===== config.mk =====
export PLATFORM = sky130hd
export DESIGN_NAME = serial_port_mode_switch
export DESIGN_NICKNAME = d
export VERILOG_FILES = /design/src/design/serial_port_pkg.sv /design/src/design/serial_char_tx.sv /design/src/design/serial_port_mode_switch.sv
export VERILOG_INCLUDE_DIRS = /design/src /design/src/design
export SDC_FILE = /design/constraint.sdc
export NUM_CORES = 1
export LEC_CHECK = 0
export ABC_CLOCK_PERIOD_IN_PS = 3600
export BUFFER_PORTS_ARGS = -buffer_cell sky130_fd_sc_hd__buf_2
export CAP_MARGIN = 20
export CORE_MARGIN = 1.5
export CORE_UTILIZATION = 57
export DETAILED_ROUTE_END_ITERATION = 7
export GPL_ROUTABILITY_DRIVEN = 1
export PLACE_DENSITY_LB_ADDON = 0.25
export RECOVER_POWER = 100
export SKIP_LAST_GASP = 1
export SYNTH_ARGS = -nofsm -noshare
export SYNTH_HDL_FRONTEND = slang
export SYNTH_SLANG_ARGS = --single-unit

===== constraint.sdc =====
create_clock -name pclk -period 3.6 [get_ports pclk]
set_input_delay 0.36 -clock pclk [delete_from_list [all_inputs] [get_ports pclk]]
set_output_delay 0.36 -clock pclk [all_outputs]
set_load 0.03 [all_outputs]

===== src/design/serial_port_regs.svh =====
// Register map, field positions, reset values and timing counts
// Assumes inclusion by bare name from every design file but the package
`ifndef SERIAL_PORT_REGS_SVH
`define SERIAL_PORT_REGS_SVH

// ----------------------------------------
// Byte addresses
// ----------------------------------------
`define ADDR_CH0_FMT 8'h00
`define ADDR_CH1_FMT 8'h04
`define ADDR_CH2_FMT 8'h08
`define ADDR_HDR 8'h0c
`define ADDR_TERM 8'h10
`define ADDR_CTRL 8'h14
`define ADDR_CH0_MODE 8'h18
`define ADDR_CH1_MODE 8'h1c
`define ADDR_CH2_MODE 8'h20
`define ADDR_TXDATA 8'h24
`define ADDR_STATUS 8'h28
`define ADDR_ERR 8'h2c
`define ADDR_LEGACY_FMT 8'h30

// ----------------------------------------
// Frame format fields
// ----------------------------------------
`define FMT_LEN8 0
`define FMT_PAR_EN 1
`define FMT_PAR_EVEN 2
`define FMT_STOP2 3
`define FMT_BAUD_LO 4
`define FMT_BAUD_HI 7
`define FMT_HDR 8
`define FMT_TERM 9
`define FMT_RSVD_LO 13
`define FMT_RSVD_HI 15

// ----------------------------------------
// Control fields
// ----------------------------------------
`define CTRL_RUN 0
`define CTRL_FFEN_LO 1
`define CTRL_MDROP_LO 4
`define CTRL_LINK_LO 7

// ----------------------------------------
// Reset values and characters
// ----------------------------------------
`define HDR_RST 8'h02
`define TERM_RST 8'h03
`define NAK_CHAR 8'h15
`define FMT_PROG_DEFAULT 16'h0086

// ----------------------------------------
// Baud codes and rates
// ----------------------------------------
`define BAUD_300 4'h3
`define BAUD_600 4'h4
`define BAUD_1200 4'h5
`define BAUD_2400 4'h6
`define BAUD_4800 4'h7
`define BAUD_9600 4'h8
`define BAUD_19200 4'h9
`define BAUD_38400 4'ha
`define RATE_300 300
`define RATE_600 600
`define RATE_1200 1200
`define RATE_2400 2400
`define RATE_4800 4800
`define RATE_9600 9600
`define RATE_19200 19200
`define RATE_38400 38400

// ----------------------------------------
// Clock
// ----------------------------------------
`define CLK_PERIOD_NS 4
`define CLK_HZ (1000000000 / `CLK_PERIOD_NS)

`endif


===== src/design/serial_port_pkg.sv =====
// Types shared by the serial port top and its character transmitter
// Assumes the register header is compiled alongside
package serial_port_pkg;

    typedef enum logic [1:0] {mode_idle, mode_free, mode_prog, mode_link} mode_t;

    typedef struct packed {
        logic pready;
        logic pslverr;
        logic [31:0] prdata;
        logic [2:0][15:0] fmt;
        logic [7:0] hdr;
        logic [7:0] term;
        logic [9:0] ctrl;
        mode_t [2:0] mode;
        logic [2:0][3:0] pend;
        logic [2:0][7:0] dat;
        logic [2:0] start;
        logic [2:0][7:0] chr;
        logic [2:0][15:0] txfmt;
        logic [2:0] err_rej;
        logic [2:0] err_nak;
    } port_st_t;

    typedef struct packed {
        logic busy;
        logic txd;
        logic [3:0] left;
        logic [11:0] sh;
        logic [19:0] div;
        logic [19:0] cnt;
    } tx_st_t;

endpackage


===== src/design/serial_char_tx.sv =====
// One asynchronous character transmitter, framed by a format word
// Assumes start is a one-cycle pulse given only while busy is low
`timescale 1ns/1ps
`include "serial_port_regs.svh"

module serial_char_tx #(
    parameter int unsigned clk_hz = `CLK_HZ
) (
    input wire logic pclk,
    input wire logic presetn,
    input wire logic start,
    input wire logic [7:0] chr,
    input wire logic [15:0] fmt,
    output logic txd,
    output logic busy
);

    serial_port_pkg::tx_st_t s_ff;
    serial_port_pkg::tx_st_t nxt_s;

    // ----------------------------------------
    // Baud table
    // ----------------------------------------
    function automatic logic [19:0] baud_div(input logic [3:0] code);
        case (code)
            `BAUD_300: baud_div = 20'(clk_hz / `RATE_300);
            `BAUD_600: baud_div = 20'(clk_hz / `RATE_600);
            `BAUD_1200: baud_div = 20'(clk_hz / `RATE_1200);
            `BAUD_2400: baud_div = 20'(clk_hz / `RATE_2400);
            `BAUD_4800: baud_div = 20'(clk_hz / `RATE_4800);
            `BAUD_9600: baud_div = 20'(clk_hz / `RATE_9600);
            `BAUD_19200: baud_div = 20'(clk_hz / `RATE_19200);
            `BAUD_38400: baud_div = 20'(clk_hz / `RATE_38400);
            default: baud_div = 20'h0;
        endcase
    endfunction

    function automatic serial_port_pkg::tx_st_t st_reset();
        serial_port_pkg::tx_st_t r;
        r = '0;
        r.txd = 1'b1;
        return r;
    endfunction

    // ----------------------------------------
    // Framing and shifting
    // ----------------------------------------
    always_comb begin
        logic [19:0] d;
        logic [7:0] used;
        logic [11:0] f;
        logic [3:0] len;
        logic par;
        nxt_s = s_ff;
        d = baud_div(fmt[`FMT_BAUD_HI:`FMT_BAUD_LO]);
        used = fmt[`FMT_LEN8] ? chr : {1'b0, chr[6:0]};
        // Odd parity sets the bit when the data count is even
        par = fmt[`FMT_PAR_EVEN] ? ^used : ~^used;
        f = 12'hfff;
        f[0] = 1'b0;
        f[7:1] = used[6:0];
        if (fmt[`FMT_LEN8]) begin
            f[8] = used[7];
        end
        if (fmt[`FMT_PAR_EN]) begin
            f[fmt[`FMT_LEN8] ? 9 : 8] = par;
        end
        len = 4'h9 + {3'h0, fmt[`FMT_LEN8]} + {3'h0, fmt[`FMT_PAR_EN]}
            + {3'h0, fmt[`FMT_STOP2]};
        if (!s_ff.busy) begin
            // An invalid baud code drops the character
            if (start && d != 20'h0) begin
                nxt_s.busy = 1'b1;
                nxt_s.txd = f[0];
                nxt_s.sh = {1'b1, f[11:1]};
                nxt_s.left = len - 4'h1;
                nxt_s.div = d;
                nxt_s.cnt = d - 20'h1;
            end
        end else if (s_ff.cnt != 20'h0) begin
            nxt_s.cnt = s_ff.cnt - 20'h1;
        end else if (s_ff.left == 4'h0) begin
            nxt_s.busy = 1'b0;
            nxt_s.txd = 1'b1;
        end else begin
            nxt_s.txd = s_ff.sh[0];
            nxt_s.sh = {1'b1, s_ff.sh[11:1]};
            nxt_s.left = s_ff.left - 4'h1;
            nxt_s.cnt = s_ff.div - 20'h1;
        end
    end

    always_ff @(posedge pclk or negedge presetn) begin
        if (!presetn) begin
            s_ff <= st_reset();
        end else begin
            s_ff <= nxt_s;
        end
    end

    assign txd = s_ff.txd;
    assign busy = s_ff.busy;

endmodule


===== src/design/serial_port_mode_switch.sv =====
// Three-channel serial port with free-format, programming and link modes
// Assumes an APB master on pclk and a receive path flagging foreign frames
//
// Implementation choices: the APB slave port and the placing of the registers.
`timescale 1ns/1ps
`include "serial_port_regs.svh"

module serial_port_mode_switch #(
    parameter int unsigned clk_hz = `CLK_HZ
) (
    input wire logic pclk,
    input wire logic presetn,
    input wire logic psel,
    input wire logic penable,
    input wire logic pwrite,
    input wire logic [7:0] paddr,
    input wire logic [31:0] pwdata,
    output logic [31:0] prdata,
    output logic pready,
    output logic pslverr,
    input wire logic [2:0] foreign_frame,
    output logic [2:0] txd
);

    serial_port_pkg::port_st_t s_ff;
    serial_port_pkg::port_st_t nxt_s;
    logic [2:0] tx_busy;

    // ----------------------------------------
    // Helpers
    // ----------------------------------------
    function automatic serial_port_pkg::port_st_t st_reset();
        serial_port_pkg::port_st_t r;
        r = '0;
        r.hdr = `HDR_RST;
        r.term = `TERM_RST;
        return r;
    endfunction

    // Free-format needs a valid baud code and the upper bits clear
    function automatic logic fmt_suitable(input logic [15:0] f);
        logic [3:0] b;
        b = f[`FMT_BAUD_HI:`FMT_BAUD_LO];
        fmt_suitable = b >= `BAUD_300 && b <= `BAUD_38400
            && f[`FMT_RSVD_HI:`FMT_RSVD_LO] == 3'h0;
    endfunction

    // ----------------------------------------
    // Next state
    // ----------------------------------------
    always_comb begin
        logic run;
        logic acc;
        logic wr;
        logic hit;
        logic [31:0] rdv;
        logic [1:0] ch;
        logic ffen;
        logic mdrop;
        logic linksel;
        serial_port_pkg::mode_t nm;
        nxt_s = s_ff;
        run = s_ff.ctrl[`CTRL_RUN];
        acc = psel && penable && !s_ff.pready;
        wr = psel && penable && pwrite && s_ff.pready;
        ch = pwdata[9:8];
        ffen = 1'b0;
        mdrop = 1'b0;
        linksel = 1'b0;
        nm = serial_port_pkg::mode_idle;
        nxt_s.start = 3'h0;

        // ----------------------------------------
        // Read decode
        // ----------------------------------------
        hit = 1'b1;
        rdv = 32'h0;
        case (paddr)
            `ADDR_CH0_FMT: begin
                rdv = {16'h0, s_ff.fmt[0]};
            end
            `ADDR_CH1_FMT, `ADDR_LEGACY_FMT: begin
                rdv = {16'h0, s_ff.fmt[1]};
            end
            `ADDR_CH2_FMT: begin
                rdv = {16'h0, s_ff.fmt[2]};
            end
            `ADDR_HDR: begin
                rdv = {24'h0, s_ff.hdr};
            end
            `ADDR_TERM: begin
                rdv = {24'h0, s_ff.term};
            end
            `ADDR_CTRL: begin
                rdv = {22'h0, s_ff.ctrl};
            end
            `ADDR_CH0_MODE: begin
                rdv = {30'h0, s_ff.mode[0]};
            end
            `ADDR_CH1_MODE: begin
                rdv = {30'h0, s_ff.mode[1]};
            end
            `ADDR_CH2_MODE: begin
                rdv = {30'h0, s_ff.mode[2]};
            end
            `ADDR_TXDATA: begin
                rdv = 32'h0;
            end
            `ADDR_STATUS: begin
                rdv = {26'h0, s_ff.pend[2] != 4'h0, s_ff.pend[1] != 4'h0,
                    s_ff.pend[0] != 4'h0, tx_busy};
            end
            `ADDR_ERR: begin
                rdv = {26'h0, s_ff.err_nak, s_ff.err_rej};
            end
            default: begin
                hit = 1'b0;
            end
        endcase

        // ----------------------------------------
        // APB answer, one wait state
        // ----------------------------------------
        nxt_s.pready = acc;
        nxt_s.pslverr = acc && !hit;
        if (acc) begin
            nxt_s.prdata = pwrite ? 32'h0 : rdv;
        end

        // ----------------------------------------
        // Register writes
        // ----------------------------------------
        if (wr && hit) begin
            case (paddr)
                `ADDR_CH0_FMT: begin
                    nxt_s.fmt[0] = pwdata[15:0];
                end
                `ADDR_CH1_FMT, `ADDR_LEGACY_FMT: begin
                    nxt_s.fmt[1] = pwdata[15:0];
                end
                `ADDR_CH2_FMT: begin
                    nxt_s.fmt[2] = pwdata[15:0];
                end
                `ADDR_HDR: begin
                    nxt_s.hdr = pwdata[7:0];
                end
                `ADDR_TERM: begin
                    nxt_s.term = pwdata[7:0];
                end
                `ADDR_CTRL: begin
                    nxt_s.ctrl = pwdata[9:0];
                end
                `ADDR_TXDATA: begin
                    // One message per channel at a time; extras are refused
                    if (ch != 2'h3 && s_ff.mode[ch] == serial_port_pkg::mode_free
                        && s_ff.pend[ch] == 4'h0) begin
                        nxt_s.dat[ch] = pwdata[7:0];
                        nxt_s.pend[ch] = {s_ff.fmt[ch][`FMT_TERM], 1'b1,
                            s_ff.fmt[ch][`FMT_HDR], 1'b0};
                    end else if (ch != 2'h3) begin
                        nxt_s.err_rej[ch] = 1'b1;
                    end
                end
                `ADDR_ERR: begin
                    nxt_s.err_rej = s_ff.err_rej & ~pwdata[2:0];
                    nxt_s.err_nak = s_ff.err_nak & ~pwdata[5:3];
                end
                default: begin
                end
            endcase
        end

        // ----------------------------------------
        // Per-channel mode and message sequencing
        // ----------------------------------------
        for (int i = 0; i < 3; i++) begin
            ffen = s_ff.ctrl[`CTRL_FFEN_LO + i];
            mdrop = s_ff.ctrl[`CTRL_MDROP_LO + i];
            linksel = s_ff.ctrl[`CTRL_LINK_LO + i];
            // Free-format only starts from a format written beforehand
            if (run && ffen && fmt_suitable(s_ff.fmt[i])) begin
                nm = serial_port_pkg::mode_free;
            end else if (s_ff.fmt[i] == 16'h0) begin
                nm = linksel ? serial_port_pkg::mode_link
                    : serial_port_pkg::mode_prog;
            end else if (!run && fmt_suitable(s_ff.fmt[i])) begin
                if (!linksel) begin
                    nm = serial_port_pkg::mode_prog;
                end else if (mdrop) begin
                    nm = serial_port_pkg::mode_idle;
                end else begin
                    nm = serial_port_pkg::mode_link;
                end
            end else begin
                nm = serial_port_pkg::mode_idle;
            end
            nxt_s.mode[i] = nm;

            // Leaving free-format drops an unfinished message
            if (nm != serial_port_pkg::mode_free) begin
                nxt_s.pend[i][3:1] = 3'h0;
            end

            // Programming framing uses FMT_PROG_DEFAULT while the format word is zero, else the format word
            if (s_ff.mode[i] == serial_port_pkg::mode_prog && s_ff.fmt[i] == 16'h0) begin
                nxt_s.txfmt[i] = `FMT_PROG_DEFAULT;
            end else begin
                nxt_s.txfmt[i] = s_ff.fmt[i];
            end

            if (!tx_busy[i] && !s_ff.start[i] && s_ff.pend[i] != 4'h0) begin
                nxt_s.start[i] = 1'b1;
                if (s_ff.pend[i][0]) begin
                    nxt_s.chr[i] = `NAK_CHAR;
                    nxt_s.pend[i][0] = 1'b0;
                end else if (s_ff.pend[i][1]) begin
                    nxt_s.chr[i] = s_ff.hdr;
                    nxt_s.pend[i][1] = 1'b0;
                end else if (s_ff.pend[i][2]) begin
                    nxt_s.chr[i] = s_ff.dat[i];
                    nxt_s.pend[i][2] = 1'b0;
                end else begin
                    nxt_s.chr[i] = s_ff.term;
                    nxt_s.pend[i][3] = 1'b0;
                end
            end

            // A foreign frame in programming mode that meets a pending NAK not starting that cycle sets err_nak; both share the one NAK
            if (foreign_frame[i] && s_ff.mode[i] == serial_port_pkg::mode_prog) begin
                if (s_ff.pend[i][0] && nxt_s.pend[i][0]) begin
                    nxt_s.err_nak[i] = 1'b1;
                end
                nxt_s.pend[i][0] = 1'b1;
            end
        end
    end

    always_ff @(posedge pclk or negedge presetn) begin
        if (!presetn) begin
            s_ff <= st_reset();
        end else begin
            s_ff <= nxt_s;
        end
    end

    // ----------------------------------------
    // Transmitters
    // ----------------------------------------
    for (genvar g = 0; g < 3; g++) begin : gen_tx
        serial_char_tx #(
            .clk_hz(clk_hz)
        ) u_tx (
            .pclk(pclk),
            .presetn(presetn),
            .start(s_ff.start[g]),
            .chr(s_ff.chr[g]),
            .fmt(s_ff.txfmt[g]),
            .txd(txd[g]),
            .busy(tx_busy[g])
        );
    end

    assign prdata = s_ff.prdata;
    assign pready = s_ff.pready;
    assign pslverr = s_ff.pslverr;

endmodule


==> impl_metrics.json <==
{
  "rrSetupSlack_ps": 150,
  "layout_min_cycle_time_ps": 3450,
  "synthFlopType": "dfrtp_1",
  "yosysSeqAreaShare_pct": 45.0,
  "cts_sinks": 365,
  "hold_class": "in2reg",
  "start_util_pct": 58.4,
  "die-width_um": 192,
  "cp_max_fo": 27,
  "place_area_um2": 21100,
  "path_class": "reg2reg",
  "max_slew_margin_pct": -52.1,
  "track_usage_pct": 31.3,
  "met1_usage_pct": 44.3,
  "grt_pass1_vias": 16600,
  "port_buffers": 52,
  "final_cell_area_um2": 22400,
  "dpl.hpwl_um": 39300,
  "met3_usage_pct": 4.33,
  "worst_setup_path_end_kind": "flip-flop",
  "drt_first_iter_violations": 1965,
  "syn_area_um2": 20300,
  "hold_violations": 0,
  "clkTransAtPathRegs_ps": 60,
  "worstPathArrival_ps": 3900,
  "seq_area_um2": 9140,
  "drive_above_1_share_pct": 14.5,
  "top_usage_layer": "met2",
  "setup_viol": 0,
  "p_per_area_nw_per_um2": 608,
  "maxCapViolCount": 1,
  "numCtsBuffers": 40,
  "grtUsageMet2_pct": 48.2,
  "multiInputGateArea_um2": 10300,
  "syn_to_final_growth_pct": 10.5,
  "final_nets": 2282,
  "ys_types": 89,
  "viasPerCell": 6.54,
  "cts_tree": "done",
  "ioPinCount": 85,
  "die_area_um2": 36800,
  "n_antenna_cell": 0,
  "whs_ps": 29.4,
  "overflow": 0,
  "peakVddDrop_mv": 0.528,
  "wl_um": 56100,
  "leakage_uw": 0.00978,
  "ys_warn_count": 0,
  "cts.path.max_buffers": 3,
  "wl_per_cell_um": 20.9,
  "core_area_um2": 34800,
  "required_ps": 4050,
  "die_h_um": 192,
  "row_count": 68,
  "first_pass_iters": 8,
  "ys_seq_elements": 365,
  "maxSlewViolCount": 91,
  "status": "finished with violations",
  "grt_pass1_wl_um": 90900,
  "clkLatencyLatePin_ps": 590,
  "drc": 0,
  "violations": "max-capacitance violations, max-slew violations",
  "async_flop_share_pct": 100,
  "fmax_mhz": 290,
  "finalCritPeriodShare_pct": 95.9,
  "syn_area_per_cell_um2": 9.37,
  "fillers": 2824,
  "grt_max_degree": 105,
  "finalClockSkew_ps": 36.4,
  "place_congestion": 0.953,
  "root_buffer": "clkbuf_16",
  "worst_pin_slew_ps": 2280,
  "synth_edf_count": 0,
  "ant_nets": 0,
  "num_vias": 17500,
  "antenna_found_initial": 0,
  "cts-htree-levels": 2,
  "synth_cells": 2168,
  "rsz0062_at_grt": "yes",
  "cp-start-kind": "flip-flop"
}
-- worst max-delay path, cell delays in order (launching register included) --
cell and delay [ps]:
dfrtp_1 490, inv_1 140, ha_1 280, nor2_1 130, o22ai_1 140, or4b_4 590
nor4_4 480, a41o_2 500, buf_12 220, a21oi_1 60, a221o_1 260
-- per-stage QoR --
stage,setup TNS (ps),setup WS [ps],power (uW),cells,util (%)
detailed placement,0,222,9310,2608,60.8
CTS,0,180,13600,2682,64.8
floorplan,0,160,8230,2183,-
global route,-52.0,-16.5,14400,2682,64.5
global placement,0,293,9170,2608,60.8
finish,0,146,13600,2682,64.5
-- cells in the mapped netlist (18+ instances only) --
library cell | n | area (um^2)
nor2_1 | 158 | 593
inv_1 | 37 | 139
mux2_2 | 103 | 1160
a211oi_1 | 19 | 143
nand2b_1 | 25 | 156
dfrtp_1 | 359 | 8980
nor4_1 | 33 | 206
a22oi_1 | 49 | 368
xnor2_1 | 46 | 403
nand4_1 | 18 | 113
or3_1 | 20 | 125
xor2_1 | 21 | 184
buf_4 | 36 | 270
a222oi_1 | 30 | 300
o21ai_0 | 105 | 526
a21oi_1 | 150 | 751
nor3_1 | 75 | 375
o22ai_1 | 24 | 150
a31oi_1 | 31 | 194
clkbuf_1 | 91 | 342
ha_1 | 35 | 438
buf_2 | 26 | 130
mux2i_1 | 22 | 220
nand2_1 | 285 | 1070
or2_2 | 24 | 150
nand3_1 | 53 | 265
-- cell families after synthesis --
group	Yosys count	share of synthesized area, %
AOI/OAI and AO/OA	586	19.5
xor gates and xnor gates	67	2.89
adders and majority gates	38	2.45
buffers and inverters	202	4.60
DFF	365	45.0
muxes	126	6.85
other	1	0.0185
and+or+nand+nor	783	18.6
-- final timing paths --
path / from / endpoint / cells after the start
hold reg to reg: s_ff[149] / s_ff[6] / 0
setup / recovery: s_ff[11] / gen_tx[0].u_tx.s_ff[14] / 10
hold / removal: pwdata[12] / s_ff[193] / 2
setup reg to reg: s_ff[11] / gen_tx[0].u_tx.s_ff[14] / 10
min in group asynchronous: presetn / gen_tx[0].u_tx.s_ff[16] / 2
max in group asynchronous: presetn / async pin / 3
-- timing repair --
item / CTS / global route
gates resized for setup: 0 / 5
hold buffers: 1 / 0
setup buffers: 0 / 0
endpoints found under the hold margin: 86 / 0
endpoints found under the setup margin: 0 / 18
-- final cells by class --
type                       instances  area share, %
tap                              455           2.54
multi-input combinational       1616           46.0
timing repair buffer             133           3.76
sequential                       365           40.8
clock buffer                      55           5.07
inverter                          40          0.669
clock inverter                    18           1.17
-- layer usage --
metal  vias up  part of all wire, %
li1       7989                    -
met1      8493                   43
met2       878                   45
met3       173                  8.3
met4         0                  4.1
met5         -                    0
-- where the power goes --
part / switching (uW) / internal, uW / total [uW]
Combinational: 2080 / 1490 / 3570
Sequential: 866 / 4890 / 5750
Clock: 1780 / 2530 / 4310
Total: 4730 / 8910 / 13600
-- layout by cell type (no fill, tap or decap), types with 30 or more instances in the layout --
master | netlist | routed
nor3_1 | 75 | 74
nor2_1 | 158 | 156
a222oi_1 | 30 | 30
xnor2_1 | 46 | 46
buf_4 | 36 | 58
a22oi_1 | 49 | 49
dfrtp_1 | 359 | 359
clkbuf_1 | 91 | 43
nand2_1 | 285 | 285
inv_1 | 37 | 37
mux2_2 | 103 | 103
nor4_1 | 33 | 35
a21oi_1 | 150 | 150
clkbuf_16 | 0 | 40
buf_2 | 26 | 30
o21ai_0 | 105 | 104
a31oi_1 | 31 | 31
nand3_1 | 53 | 53
ha_1 | 35 | 35
-- registers in the layout, indices dropped and copies added, names as in the netlist, named ones only --
| register | cells |
|---|---|
| gen_tx.u_tx.s_ff | 168 |
| s_ff | 149 |
| prdata | 16 |
| gen_tx.u_tx.busy | 3 |
| gen_tx.u_tx.txd | 3 |
| pready | 1 |
| pslverr | 1 |
Note: power is estimated with default switching activity, not from simulation.
